--- src/rtl/pin_redirect_consts.vh ---
/*
 * register indices, field positions, reset values and codes for the
 * alternate-function pin redirect block.
 * assumes: included by its bare name from the design file only.
 */
`ifndef PIN_REDIRECT_CONSTS_VH
`define PIN_REDIRECT_CONSTS_VH

// register indices; byte address is four times the index
`define IDX_AUX0 10'h0a1
`define IDX_AUX1 10'h0a2
`define IDX_AUX2 10'h0a3
`define IDX_AUX3 10'h0a4
`define IDX_CTRL 10'h0a5
`define IDX_STAT 10'h0a6

// reset values and read masks
`define AUX_RST 8'h00
`define CTRL_RST 5'h00
`define AUX2_RMASK 8'hcf

// field positions, aux_route_control_0..3
`define F_P60 7:6
`define F_PIN44_45_FUNCTION_SELECT 3:2
`define F_KBI 7:6
`define B_SPI 5
`define F_S1 4:3
`define B_T01 2
`define B_ALEPOL 7
`define B_ADDRESS_OUT_ENABLE 6
`define B_ALEPS 3
`define F_TWI 2:1
`define B_T2 0

// field positions, extra control register
`define F_CLKSRC 1:0
`define F_EXT_MEMORY_INTERFACE_FIELD 3:2
`define B_S1UP 4

// system clock source codes
`define CLK_FAST_RC 2'b00
`define CLK_SLOW_RC 2'b01
`define CLK_XTAL 2'b10
`define CLK_EXT 2'b11

// codes of the selector fields
`define EXT_MEMORY_INTERFACE_FIELD_ADDR 2'b11
`define P60_GPIO 2'b00
`define P60_MCK 2'b01
`define P60_DIV2 2'b10
`define P60_DIV4 2'b11
`define P4_UART0 2'b01
`define P4_TMR01 2'b10
`define P4_TMR2 2'b11

// flat pin index of port p bit b
`define PIN(p, b) ((p) * 8 + (b))

`endif

--- src/rtl/pin_redirect.v ---
/*
 * alternate-function pin redirect: steers peripheral signals onto
 * default or relocated port pins, plus the pin 6.0 clock functions,
 * the address latch strobe and external memory pins. apb slave.
 * assumes: one clock core_clk, synchronous inputs, pins flattened as
 * index port*8+bit, a gpio block supplying latch and output enables.
 */
`timescale 1ns/10ps
`include "pin_redirect_consts.vh"

// What this block does
// - zero fields give default pins
// - pin 6.0 selector only under rc osc
// - crystal mode takes pins 6.0 and 6.1
// - external clock mode: pin 6.0 input only
// - pin 6.0: gpio, clock, half, quarter
// - pins 4.4/4.5 two-bit function select
// - keypad inputs from four pin groups
// - spi pin group select
// - uart1 two-bit pin select, plus port 7 override bit
// - timer 0/1 pins 3.4/3.5 or 5.5/5.6
// - latch strobe polarity bit
// - address out on ports 5/6/7
// - latch strobe on 4.6 or 4.7
// - two-wire pins, four choices
// - timer 2 on pins 1.0/1.1
// - write/read strobes on 3.6/3.7
// - port 2 carries upper address/data
// - counter array on port 2
// - reset input active high
module pin_redirect (
    input  wire        core_clk,          // system clock
    input  wire        rst,               // sync reset, high
    input  wire        psel,              // apb select
    input  wire        penable,           // apb enable
    input  wire        pwrite,            // apb direction
    input  wire [11:0] paddr,             // apb byte address
    input  wire [31:0] pwdata,            // apb write data
    output wire [31:0] prdata,            // apb read data
    output wire        pready,            // apb ready
    output wire        pslverr,           // apb error
    input  wire [63:0] pin_in,            // pad levels
    output wire [63:0] pin_out,           // pad drive
    output wire [63:0] pin_oe_n,          // pad enable, low drives
    input  wire [63:0] gpio_out,          // gpio latch
    input  wire [63:0] gpio_oe_n,         // gpio enable, low drives
    input  wire        uart0_tx_out,      // uart0 transmit
    input  wire        uart0_tx_oe_n,     // uart0 transmit enable
    output reg         uart0_rx_in,       // uart0 receive
    input  wire        uart1_tx_out,      // uart1 transmit
    input  wire        uart1_tx_oe_n,     // uart1 transmit enable
    output wire        uart1_rx_in,       // uart1 receive
    input  wire [2:0]  tmr_cko_out,       // timer 0..2 clock out
    input  wire [2:0]  tmr_cko_oe_n,      // timer clock out enable
    output reg  [2:0]  tmr_in,            // timer 0..2 input
    output reg         tmr2_ex_in,        // timer 2 control input
    input  wire [5:0]  spi_out,           // ss,mosi,miso,sck,d2,d3
    input  wire [5:0]  spi_oe_n,          // spi line enables
    output reg  [5:0]  spi_in,            // spi line levels
    input  wire [1:0]  twi_out,           // scl, sda drive
    input  wire [1:0]  twi_oe_n,          // scl, sda enables
    output wire [1:0]  twi_in,            // scl, sda levels
    output reg  [7:0]  keypad_in,         // keypad interrupt inputs
    input  wire [5:0]  cex_out,           // counter module outputs
    input  wire [5:0]  cex_oe_n,          // counter module enables
    output wire [5:0]  cex_in,            // counter module inputs
    output wire        eci_in,            // counter array ext clock
    input  wire        ext_mem_cycle,     // external memory access
    input  wire [15:0] ext_addr,          // external address
    input  wire [7:0]  ext_ad_hi_out,     // upper address/data out
    input  wire        ext_ad_hi_oe_n,    // upper bus enable
    output wire [7:0]  ext_ad_hi_in,      // upper bus levels
    input  wire        ext_write_strobe,  // write strobe level
    input  wire        ext_read_strobe,   // read strobe level
    input  wire        ale,               // latch strobe, high active
    output wire        crystal_enable,    // crystal pins dedicated
    output wire        ext_clock_in       // external clock input
);

    reg  [7:0]  aux0_q;
    reg  [7:0]  aux1_q;
    reg  [7:0]  aux2_q;
    reg  [7:0]  aux3_q;
    reg  [4:0]  ctrl_q;
    reg  [31:0] prdata_q;
    reg  [1:0]  div_q;
    reg  [63:0] pin_out_q;
    reg  [63:0] pin_oe_n_q;
    reg  [63:0] alt_sel;
    reg  [63:0] alt_out;
    reg  [63:0] alt_oe_n;
    reg         fwd_clk;
    reg  [7:0]  rd_mux;
    integer     k;
    integer     j;
    integer     t01_base;
    integer     twi_base;
    integer     s1_rx;
    integer     s1_tx;
    integer     ale_pin;

    wire [9:0]  idx         = paddr[11:2];
    wire        setup       = psel & ~penable;
    wire        access      = psel & penable;
    wire [1:0]  clk_src     = ctrl_q[`F_CLKSRC];
    wire        internal    = (clk_src == `CLK_FAST_RC) | (clk_src == `CLK_SLOW_RC);
    wire        crystal     = (clk_src == `CLK_XTAL);
    wire        ext_clk     = (clk_src == `CLK_EXT);
    wire [1:0]  p60_sel     = internal ? aux0_q[`F_P60] : `P60_GPIO;
    wire [1:0]  pin44_45_function_select        = aux0_q[`F_PIN44_45_FUNCTION_SELECT];
    wire        addr_active = ext_mem_cycle & aux2_q[`B_ADDRESS_OUT_ENABLE]
                              & (ctrl_q[`F_EXT_MEMORY_INTERFACE_FIELD] == `EXT_MEMORY_INTERFACE_FIELD_ADDR);
    wire        hit         = (idx >= `IDX_AUX0) & (idx <= `IDX_STAT);

    // route one pin; grab takes it even while the source is released
    task route;
        input integer i;
        input         o;
        input         oen;
        input         grab;
        begin
            if (grab | ~oen)
            begin
                alt_sel[i]  = 1'b1;
                alt_out[i]  = o;
                alt_oe_n[i] = oen;
            end
        end
    endtask

    // spi line k on its pin group
    function integer spi_pin;
        input         sel;
        input integer n;
        begin
            case (n)
                0:       spi_pin = sel ? `PIN(4, 3) : `PIN(1, 4);
                1:       spi_pin = sel ? `PIN(4, 2) : `PIN(1, 5);
                2:       spi_pin = sel ? `PIN(4, 1) : `PIN(1, 6);
                3:       spi_pin = sel ? `PIN(4, 0) : `PIN(1, 7);
                4:       spi_pin = sel ? `PIN(3, 6) : `PIN(5, 3);
                default: spi_pin = sel ? `PIN(3, 7) : `PIN(5, 4);
            endcase
        end
    endfunction

    // pin numbers picked by the selector fields
    always @*
    begin
        t01_base = aux1_q[`B_T01] ? `PIN(5, 5) : `PIN(3, 4);
        if (pin44_45_function_select == `P4_TMR01)
            t01_base = `PIN(4, 4);
        case (aux3_q[`F_TWI])
            2'b00:   twi_base = `PIN(4, 0);
            2'b01:   twi_base = `PIN(6, 0);
            2'b10:   twi_base = `PIN(3, 0);
            default: twi_base = `PIN(3, 4);
        endcase
        case (aux1_q[`F_S1])
            2'b00:   s1_rx = `PIN(1, 2);
            2'b01:   s1_rx = `PIN(3, 2);
            2'b10:   s1_rx = `PIN(0, 6);
            default: s1_rx = `PIN(0, 0);
        endcase
        s1_tx = (aux1_q[`F_S1] == 2'b11) ? `PIN(0, 5) : s1_rx + 1;
        if (ctrl_q[`B_S1UP])
        begin
            s1_rx = `PIN(7, 0);
            s1_tx = `PIN(7, 1);
        end
        ale_pin = aux3_q[`B_ALEPS] ? `PIN(4, 7) : `PIN(4, 6);
    end

    // output routing; later calls win, so lowest priority goes first
    always @*
    begin
        alt_sel  = 64'h0000_0000_0000_0000;
        alt_out  = 64'h0000_0000_0000_0000;
        alt_oe_n = 64'hffff_ffff_ffff_ffff;
        fwd_clk  = 1'b0;
        // counter array modules on 2.2..2.7
        for (k = 0; k < 6; k = k + 1)
            route(`PIN(2, 2) + k, cex_out[k], cex_oe_n[k], 1'b0);
        // uart0 transmit: default 3.1 or relocated 4.5
        if (pin44_45_function_select == `P4_UART0)
            route(`PIN(4, 5), uart0_tx_out, uart0_tx_oe_n, 1'b0);
        else
            route(`PIN(3, 1), uart0_tx_out, uart0_tx_oe_n, 1'b0);
        // timer 0/1 clock outputs
        for (k = 0; k < 2; k = k + 1)
            route(t01_base + k, tmr_cko_out[k], tmr_cko_oe_n[k], 1'b0);
        // timer 2 clock output
        if (pin44_45_function_select == `P4_TMR2)
            route(`PIN(4, 5), tmr_cko_out[2], tmr_cko_oe_n[2], 1'b0);
        else if (!aux3_q[`B_T2])
            route(`PIN(1, 0), tmr_cko_out[2], tmr_cko_oe_n[2], 1'b0);
        route(s1_tx, uart1_tx_out, uart1_tx_oe_n, 1'b0);
        for (k = 0; k < 6; k = k + 1)
            route(spi_pin(aux1_q[`B_SPI], k), spi_out[k], spi_oe_n[k], 1'b0);
        for (k = 0; k < 2; k = k + 1)
            route(twi_base + k, twi_out[k], twi_oe_n[k], 1'b0);
        // external memory takes its pins outright during a cycle
        if (ext_mem_cycle)
        begin
            for (k = 0; k < 8; k = k + 1)
                route(`PIN(2, 0) + k, ext_ad_hi_out[k], ext_ad_hi_oe_n, 1'b1);
            route(`PIN(3, 6), ext_write_strobe, 1'b0, 1'b1);
            route(`PIN(3, 7), ext_read_strobe, 1'b0, 1'b1);
            route(ale_pin, ale ^ aux2_q[`B_ALEPOL], 1'b0, 1'b1);
        end
        // address bytes onto the spare ports
        if (addr_active)
        begin
            for (k = 0; k < 8; k = k + 1)
                route(`PIN(5, 0) + k, ext_addr[k], 1'b0, 1'b1);
            for (k = 0; k < 6; k = k + 1)
                route(`PIN(6, 2) + k, ext_addr[10 + k], 1'b0, 1'b1);
            route(`PIN(7, 0), ext_addr[8], 1'b0, 1'b1);
            route(`PIN(7, 1), ext_addr[9], 1'b0, 1'b1);
        end
        // clock pins: top priority, nothing may fight the oscillator
        if (crystal)
        begin
            route(`PIN(6, 0), 1'b0, 1'b1, 1'b1);
            route(`PIN(6, 1), 1'b0, 1'b1, 1'b1);
        end
        else if (ext_clk)
            route(`PIN(6, 0), 1'b0, 1'b1, 1'b1);
        else
        begin
            // pin keeps the gpio output mode in every clock setting
            case (p60_sel)
                `P60_MCK:
                begin
                    route(`PIN(6, 0), 1'b0, gpio_oe_n[`PIN(6, 0)], 1'b1);
                    fwd_clk = 1'b1;
                end
                `P60_DIV2: route(`PIN(6, 0), div_q[0], gpio_oe_n[`PIN(6, 0)], 1'b1);
                `P60_DIV4: route(`PIN(6, 0), div_q[1], gpio_oe_n[`PIN(6, 0)], 1'b1);
                default:   fwd_clk = 1'b0;
            endcase
        end
    end

    // per-pin output flops: routed function beats the gpio latch
    genvar g;
    generate
        for (g = 0; g < 64; g = g + 1)
        begin : g_pin
            always @(posedge core_clk)
            begin
                if (rst)
                begin
                    pin_out_q[g]  <= 1'b0;
                    pin_oe_n_q[g] <= 1'b1;
                end
                else
                begin
                    pin_out_q[g]  <= alt_sel[g] ? alt_out[g] : gpio_out[g];
                    pin_oe_n_q[g] <= alt_sel[g] ? alt_oe_n[g] : gpio_oe_n[g];
                end
            end
            // full-rate clock cannot pass a flop, so it is forwarded
            if (g == `PIN(6, 0))
            begin : g_clk
                assign pin_out[g] = fwd_clk ? core_clk : pin_out_q[g];
            end
            else
            begin : g_dat
                assign pin_out[g] = pin_out_q[g];
            end
            assign pin_oe_n[g] = pin_oe_n_q[g];
        end
    endgenerate

    // peripheral inputs picked from the selected pins
    always @*
    begin
        uart0_rx_in = pin_in[(pin44_45_function_select == `P4_UART0) ? `PIN(4, 4) : `PIN(3, 0)];
        tmr_in[0]   = pin_in[t01_base];
        tmr_in[1]   = pin_in[t01_base + 1];
        // timer 2 reads zero unless on pins 4.5/4.4 or, with B_T2 clear, on 1.0/1.1
        tmr_in[2]   = 1'b0;
        tmr2_ex_in  = 1'b0;
        if (pin44_45_function_select == `P4_TMR2)
        begin
            tmr_in[2]  = pin_in[`PIN(4, 5)];
            tmr2_ex_in = pin_in[`PIN(4, 4)];
        end
        else if (!aux3_q[`B_T2])
        begin
            tmr_in[2]  = pin_in[`PIN(1, 0)];
            tmr2_ex_in = pin_in[`PIN(1, 1)];
        end
        // own loop index, so the two routing processes never wake each other
        for (j = 0; j < 6; j = j + 1)
            spi_in[j] = pin_in[spi_pin(aux1_q[`B_SPI], j)];
        case (aux1_q[`F_KBI])
            2'b00:   keypad_in = pin_in[7:0];
            2'b01:   keypad_in = pin_in[23:16];
            2'b10:   keypad_in = pin_in[47:40];
            default: keypad_in = {pin_in[35:32], pin_in[31:28]};
        endcase
    end

    assign uart1_rx_in    = pin_in[s1_rx];
    assign twi_in         = {pin_in[twi_base + 1], pin_in[twi_base]};
    assign cex_in         = pin_in[23:18];
    assign eci_in         = pin_in[`PIN(2, 1)];
    assign ext_ad_hi_in   = pin_in[23:16];
    assign crystal_enable = crystal;
    assign ext_clock_in   = ext_clk & pin_in[`PIN(6, 0)];

    // free-running divider for the half and quarter clock outputs
    always @(posedge core_clk)
    begin
        if (rst)
            div_q <= 2'b00;
        else
            div_q <= div_q + 2'b01;
    end

    // register writes take effect at the access edge
    always @(posedge core_clk)
    begin
        if (rst)
        begin
            aux0_q <= `AUX_RST;
            aux1_q <= `AUX_RST;
            aux2_q <= `AUX_RST;
            aux3_q <= `AUX_RST;
            ctrl_q <= `CTRL_RST;
        end
        else if (access & pwrite)
        begin
            case (idx)
                `IDX_AUX0: aux0_q <= pwdata[7:0];
                `IDX_AUX1: aux1_q <= pwdata[7:0];
                `IDX_AUX2: aux2_q <= pwdata[7:0];
                `IDX_AUX3: aux3_q <= pwdata[7:0];
                `IDX_CTRL: ctrl_q <= pwdata[4:0];
                default:   ctrl_q <= ctrl_q;
            endcase
        end
    end

    // read mux; status shows the live routing state
    always @*
    begin
        case (idx)
            `IDX_AUX0: rd_mux = aux0_q;
            `IDX_AUX1: rd_mux = aux1_q;
            `IDX_AUX2: rd_mux = aux2_q & `AUX2_RMASK;
            `IDX_AUX3: rd_mux = aux3_q;
            `IDX_CTRL: rd_mux = {3'b000, ctrl_q};
            `IDX_STAT: rd_mux = {2'b00, ext_mem_cycle, addr_active, ext_clk, crystal, p60_sel};
            default:   rd_mux = 8'h00;
        endcase
    end

    // read data captured in the setup cycle, so no wait state is needed
    always @(posedge core_clk)
    begin
        if (rst)
            prdata_q <= 32'h0000_0000;
        else if (setup)
            prdata_q <= {24'h00_0000, rd_mux};
    end

    assign prdata  = prdata_q;
    assign pready  = 1'b1;
    assign pslverr = access & ~hit;

endmodule // pin_redirect

--- config.mk ---
export PLATFORM = sky130hd
export DESIGN_NAME = pin_redirect
export DESIGN_NICKNAME = d
export VERILOG_FILES = /design/src/rtl/pin_redirect.v
export VERILOG_INCLUDE_DIRS = /design/src /design/src/rtl
export SDC_FILE = /design/constraint.sdc
export NUM_CORES = 1
export LEC_CHECK = 0
export ABC_AREA = 1
export BUFFER_PORTS_ARGS = -buffer_cell sky130_fd_sc_hd__buf_2
export CAP_MARGIN = 5
export CELL_PAD_IN_SITES_DETAIL_PLACEMENT = 2
export CELL_PAD_IN_SITES_GLOBAL_PLACEMENT = 2
export CORE_ASPECT_RATIO = 0.6
export CORE_MARGIN = 8
export CORE_UTILIZATION = 21
export CTS_CLUSTER_SIZE = 8
export DETAILED_ROUTE_END_ITERATION = 10
export PLACE_DENSITY_LB_ADDON = 0.05
export SLEW_MARGIN = 20
export SYNTH_ARGS = -nofsm -noshare
export SYNTH_HDL_FRONTEND = slang
export SYNTH_SLANG_ARGS = --single-unit
--- constraint.sdc ---
create_clock -name core_clk -period 1.6 [get_ports core_clk]
set_input_delay 0.16 -clock core_clk [delete_from_list [all_inputs] [get_ports core_clk]]
set_output_delay 0.16 -clock core_clk [all_outputs]
set_load 0.02 [all_outputs]
### Yosys cells after proc, flatten, opt, wreduce, memory -nomap -nowiden

Cells that the tools add are included.

* input port bits: 308
* logic and storage cells: 584
* bits in registers: 175
* output and inout port bits: 201

* equal/unequal tests: 23
* order comparisons: 28
* mux-type cells: 346
* reduce and logical (&&, ||, !) cells: 22
* bitwise gates (word level): 26
* add/subtract/negate cells: 4

Operator list (count)
* 64-bit two-way mux: 36
* 64-bit bitwise mux: 23
* 64-bit OR: 11
* 32-bit by 1-bit greater-or-equal comparator with 1-bit output (second input constant): 9
* 1-bit two-way mux: 239
* 6-bit by 7-bit < comparator with 1-bit output (second input constant): 11
* 1-bit binary-select mux with 6-bit select: 12
* 1-bit demux with 6-bit select: 12
* 64-bit AND: 1
* 32-bit two-way mux: 2
* 64-bit inverter: 1
* 38-bit by 64-bit OR with 64-bit output: 1
* 10-bit by 8-bit == test with 1-bit output (second input constant): 6
* 6-bit two-way mux: 10
* 8-bit two-way mux: 6
* 8-bit one-hot mux with 6 select lines: 1
* 32-bit by 2-bit adder with 32-bit output (second input constant): 1
* 32-bit by 8-bit < comparator with 1-bit output (second input constant): 1
* 8-bit one-hot mux with 3 select lines: 1
* 2-bit == test (second input constant): 11
* 6-bit by 1-bit greater-or-equal comparator with 1-bit output (second input constant): 3
* 6-bit one-hot mux with 3 select lines: 1
* 5-bit one-hot mux with 3 select lines: 1
* 6-bit by 1-bit adder with 7-bit output (second input constant): 2
* other kinds (15): 47

### Longest topological paths before layout

* word-level depth: 37
* mapped depth: 10
* mapped depth without buffers: 10

==> impl_metrics.env <==
export IMPL_clk_latency_ns=0.56
export IMPL_place_hpwl_mm=34.7
export IMPL_ios=509
export IMPL_holdPathEnd="aux1_q[6]"
export IMPL_finalCritPeriodShare_pct=113
export IMPL_design_die_area_um2=44100
export IMPL_p_sw_mw=3.29
export IMPL_worstPathArrival_ns=1.64
export IMPL_setup_viol=17
export IMPL_ys_ff_latch=173
export IMPL_outcome="finished, violations left"
export IMPL_drt_pass1_iter_count=5
export IMPL_path_clk_slew_ns=0.07
export IMPL_cts_tree="built"
export IMPL_netlist_area_um2=7860
export IMPL_drive_above_1_share_pct=40.1
export IMPL_seq_area_frac_synth_pct=44.1
export IMPL_cp_start_kind="flop"
export IMPL_rr_worst_depth=5
export IMPL_min_path_type="in2reg"
export IMPL_grt_max_degree=75
export IMPL_hold_viol=0
export IMPL_rrSetupSlack_ns=0.06
export IMPL_antenna_left=0
export IMPL_synth_cells=1065
export IMPL_hp_start="pwdata[6]"
export IMPL_period_needed_ns=1.80
export IMPL_critical_path_peak_fanout=4
export IMPL_viasPerCell=4.22
export IMPL_finalSetupTns_ns=-2.07
export IMPL_dr_first_iter_drc_count=298
export IMPL_yosysTopAreaCell="dfxtp_1"
export IMPL_final_common_cell="buf_2"
export IMPL_avgSynthCellArea_um2=7.38
export IMPL_rsz0062_at_grt="yes"
export IMPL_setup_ws_ns=-0.203
export IMPL_violations="negative setup slack"
export IMPL_leakagePower_nw=6.91
export IMPL_grt_overflow=0
export IMPL_synth_top_area_share_pct=44.1
export IMPL_peakVddDrop_uv=718
export IMPL_final_util_pct=37.4
export IMPL_die_w_um=266
export IMPL_intPower_mw=7.96
export IMPL_max_clock_freq_mhz=555
export IMPL_initial_utilization_pct=21.1
export IMPL_cp_end_kind="primary output"
export IMPL_power_density_nw_per_um2=805
export IMPL_critPathKind="reg2out"
export IMPL_die_h_um=166
export IMPL_holdPathStages=3
export IMPL_drt_total_wl_mm=46.5
export IMPL_pwr_share_seq_pct=40.4
export IMPL_fin_nets=2024
export IMPL_reg2reg_from="aux0_q[2]"
export IMPL_pwr_share_clk_pct=40.7
export IMPL_maxCapViolations=0
export IMPL_cp_required_ns=1.44
export IMPL_synth_area_leaders="dfxtp_1 (44%), nand2_1 (11%), buf_4 (9.9%)"
export IMPL_yosys_warnings=0
export IMPL_grt_util_all_layers_pct=20.5
export IMPL_combinationalPowerShare_pct=19.0
export IMPL_p_sw_share_pct=29.2
export IMPL_maxSlewViolCount=0
export IMPL_syn_to_final_growth_pct=77.7
export IMPL_finClkSkew_ns=0.0103
export IMPL_num_vias=9476
export IMPL_place_congestion=0.792
export IMPL_rr_endpoint="pin_oe_n[8]"
export IMPL_placementRows=55
export IMPL_most_common_layout_cells="buf_2 (417), dlygate4sd3_1 (209), nand2_1 (199)"
export IMPL_core_area_um2=37300
export IMPL_grt_pass1_vias=10964
export IMPL_antenna_found_initial=9
export IMPL_wl_per_cell_um=20.7
export IMPL_grt_pass1_wl_mm=69.1
export IMPL_synth_cell_types=38
export IMPL_io_buffer_count=440
export IMPL_drc=0
[registers in the layout (all words and copies together), names as in the netlist]
name       cells
aux1_q         8
div_q          2
prdata         8
pin_out       63
aux3_q         8
pin_oe_n      64
aux2_q         6
aux0_q         8
pin_out_q      1
ctrl_q         5
[worst max path at each step]
stage,startpoint,slack (ns),endpoint,depth (start not counted)
after floorplan,aux1_q[7],0.25,keypad_in[5],5
after global placement,aux0_q[3],-0.03,pin_out[46],7
after detailed placement,aux0_q[3],-0.07,tmr_in[0],8
after CTS,aux0_q[3],-0.26,tmr_in[0],7
after global routing,aux0_q[3],-0.31,tmr_in[1],6
final,aux0_q[3],-0.20,tmr_in[1],6
[logic make-up after synthesis]
family / after synthesis / share of synthesized area, %
other: 2 / 0.0956
buffers and inverters: 246 / 17.1
AND/OR/NAND/NOR: 451 / 25.2
AO/OA/AOI/OAI: 191 / 13.3
flip-flops: 173 / 44.1
XOR/XNOR: 2 / 0.223
[worst max-delay path, cell delays in order, from the launching register on]
cell and delay (ns):
dfxtp_4 0.37, inv_4 0.04, nor2_4 0.13, inv_2 0.07, buf_6 0.12, o211ai_1 0.17
buf_4 0.19
[cell type report]
class / count / area, um2
Clock inverter: 13 / 130
Inverter: 108 / 433
Sequential cell: 173 / 3510
Timing Repair Buffer: 743 / 5270
Antenna cell: 6 / 15.0
Multi-Input combinational cell: 669 / 3440
Fill cell: 4357 / 23300
Tap cell: 513 / 642
Clock buffer: 23 / 519
[synth_stat cells, drive strengths merged]
cell type / instances
nand4: 18
clkbuf: 26
o221ai: 3
a31oi: 11
nor4: 4
nor2: 120
conb: 2
o21ai: 104
a221oi: 3
o211ai: 2
xnor2: 2
or2: 15
a21oi: 62
nand3: 54
buf: 112
nor3: 5
inv: 106
a41oi: 1
o22ai: 2
dfxtp: 173
nand2: 235
o2111ai: 2
clkinv: 2
a22o: 1
[power by group through the flow]
| stage | Clock, mW | Sequential (mW) | Combinational [mW] |
|---|---|---|---|
| 5_1_grt | 4.95 | 4.56 | 2.30 |
| 4_1_cts | 4.76 | 4.54 | 2.10 |
| 6_report | 4.57 | 4.54 | 2.13 |
| 2_1_floorplan | 0.00231 | 4.78 | 0.822 |
| 3_5_place_dp | 0.00338 | 4.65 | 1.63 |
| 3_3_place_gp | 0.00338 | 4.65 | 1.60 |
[repair_timing]
item	in CTS	in global routing
buffers inserted	30	6
endpoints found under the hold margin	150	3
hold buffers	208	7
setup endpoints to repair	31	39
pin swaps	17	21
cloned	1	0
resized for setup	138	54
[routing by layer]
metal / GRT usage (%) / vias up / share of wire [%]
met2: 35.9 / 214 / 50
met5: 0 / - / 0.12
met4: 5.24 / 8 / 1.5
li1: - / 4595 / -
met3: 5.53 / 44 / 5.0
met1: 24.7 / 4615 / 43
[per-stage QoR]
step	hold slack, ns	cells	worst slack, ns	cell area (um2)	total power [mW]
after floorplan	0.263	1088	0.250	7950	5.60
after global placement	0.343	1964	-0.0320	10400	6.26
after detailed placement	0.347	1964	-0.0702	10400	6.28
after CTS	0.000334	2237	-0.260	13700	11.4
after global routing	0.0277	2247	-0.314	14000	11.8
final	0.0231	2248	-0.203	14000	11.2
(Power assumes the default switching activity.)
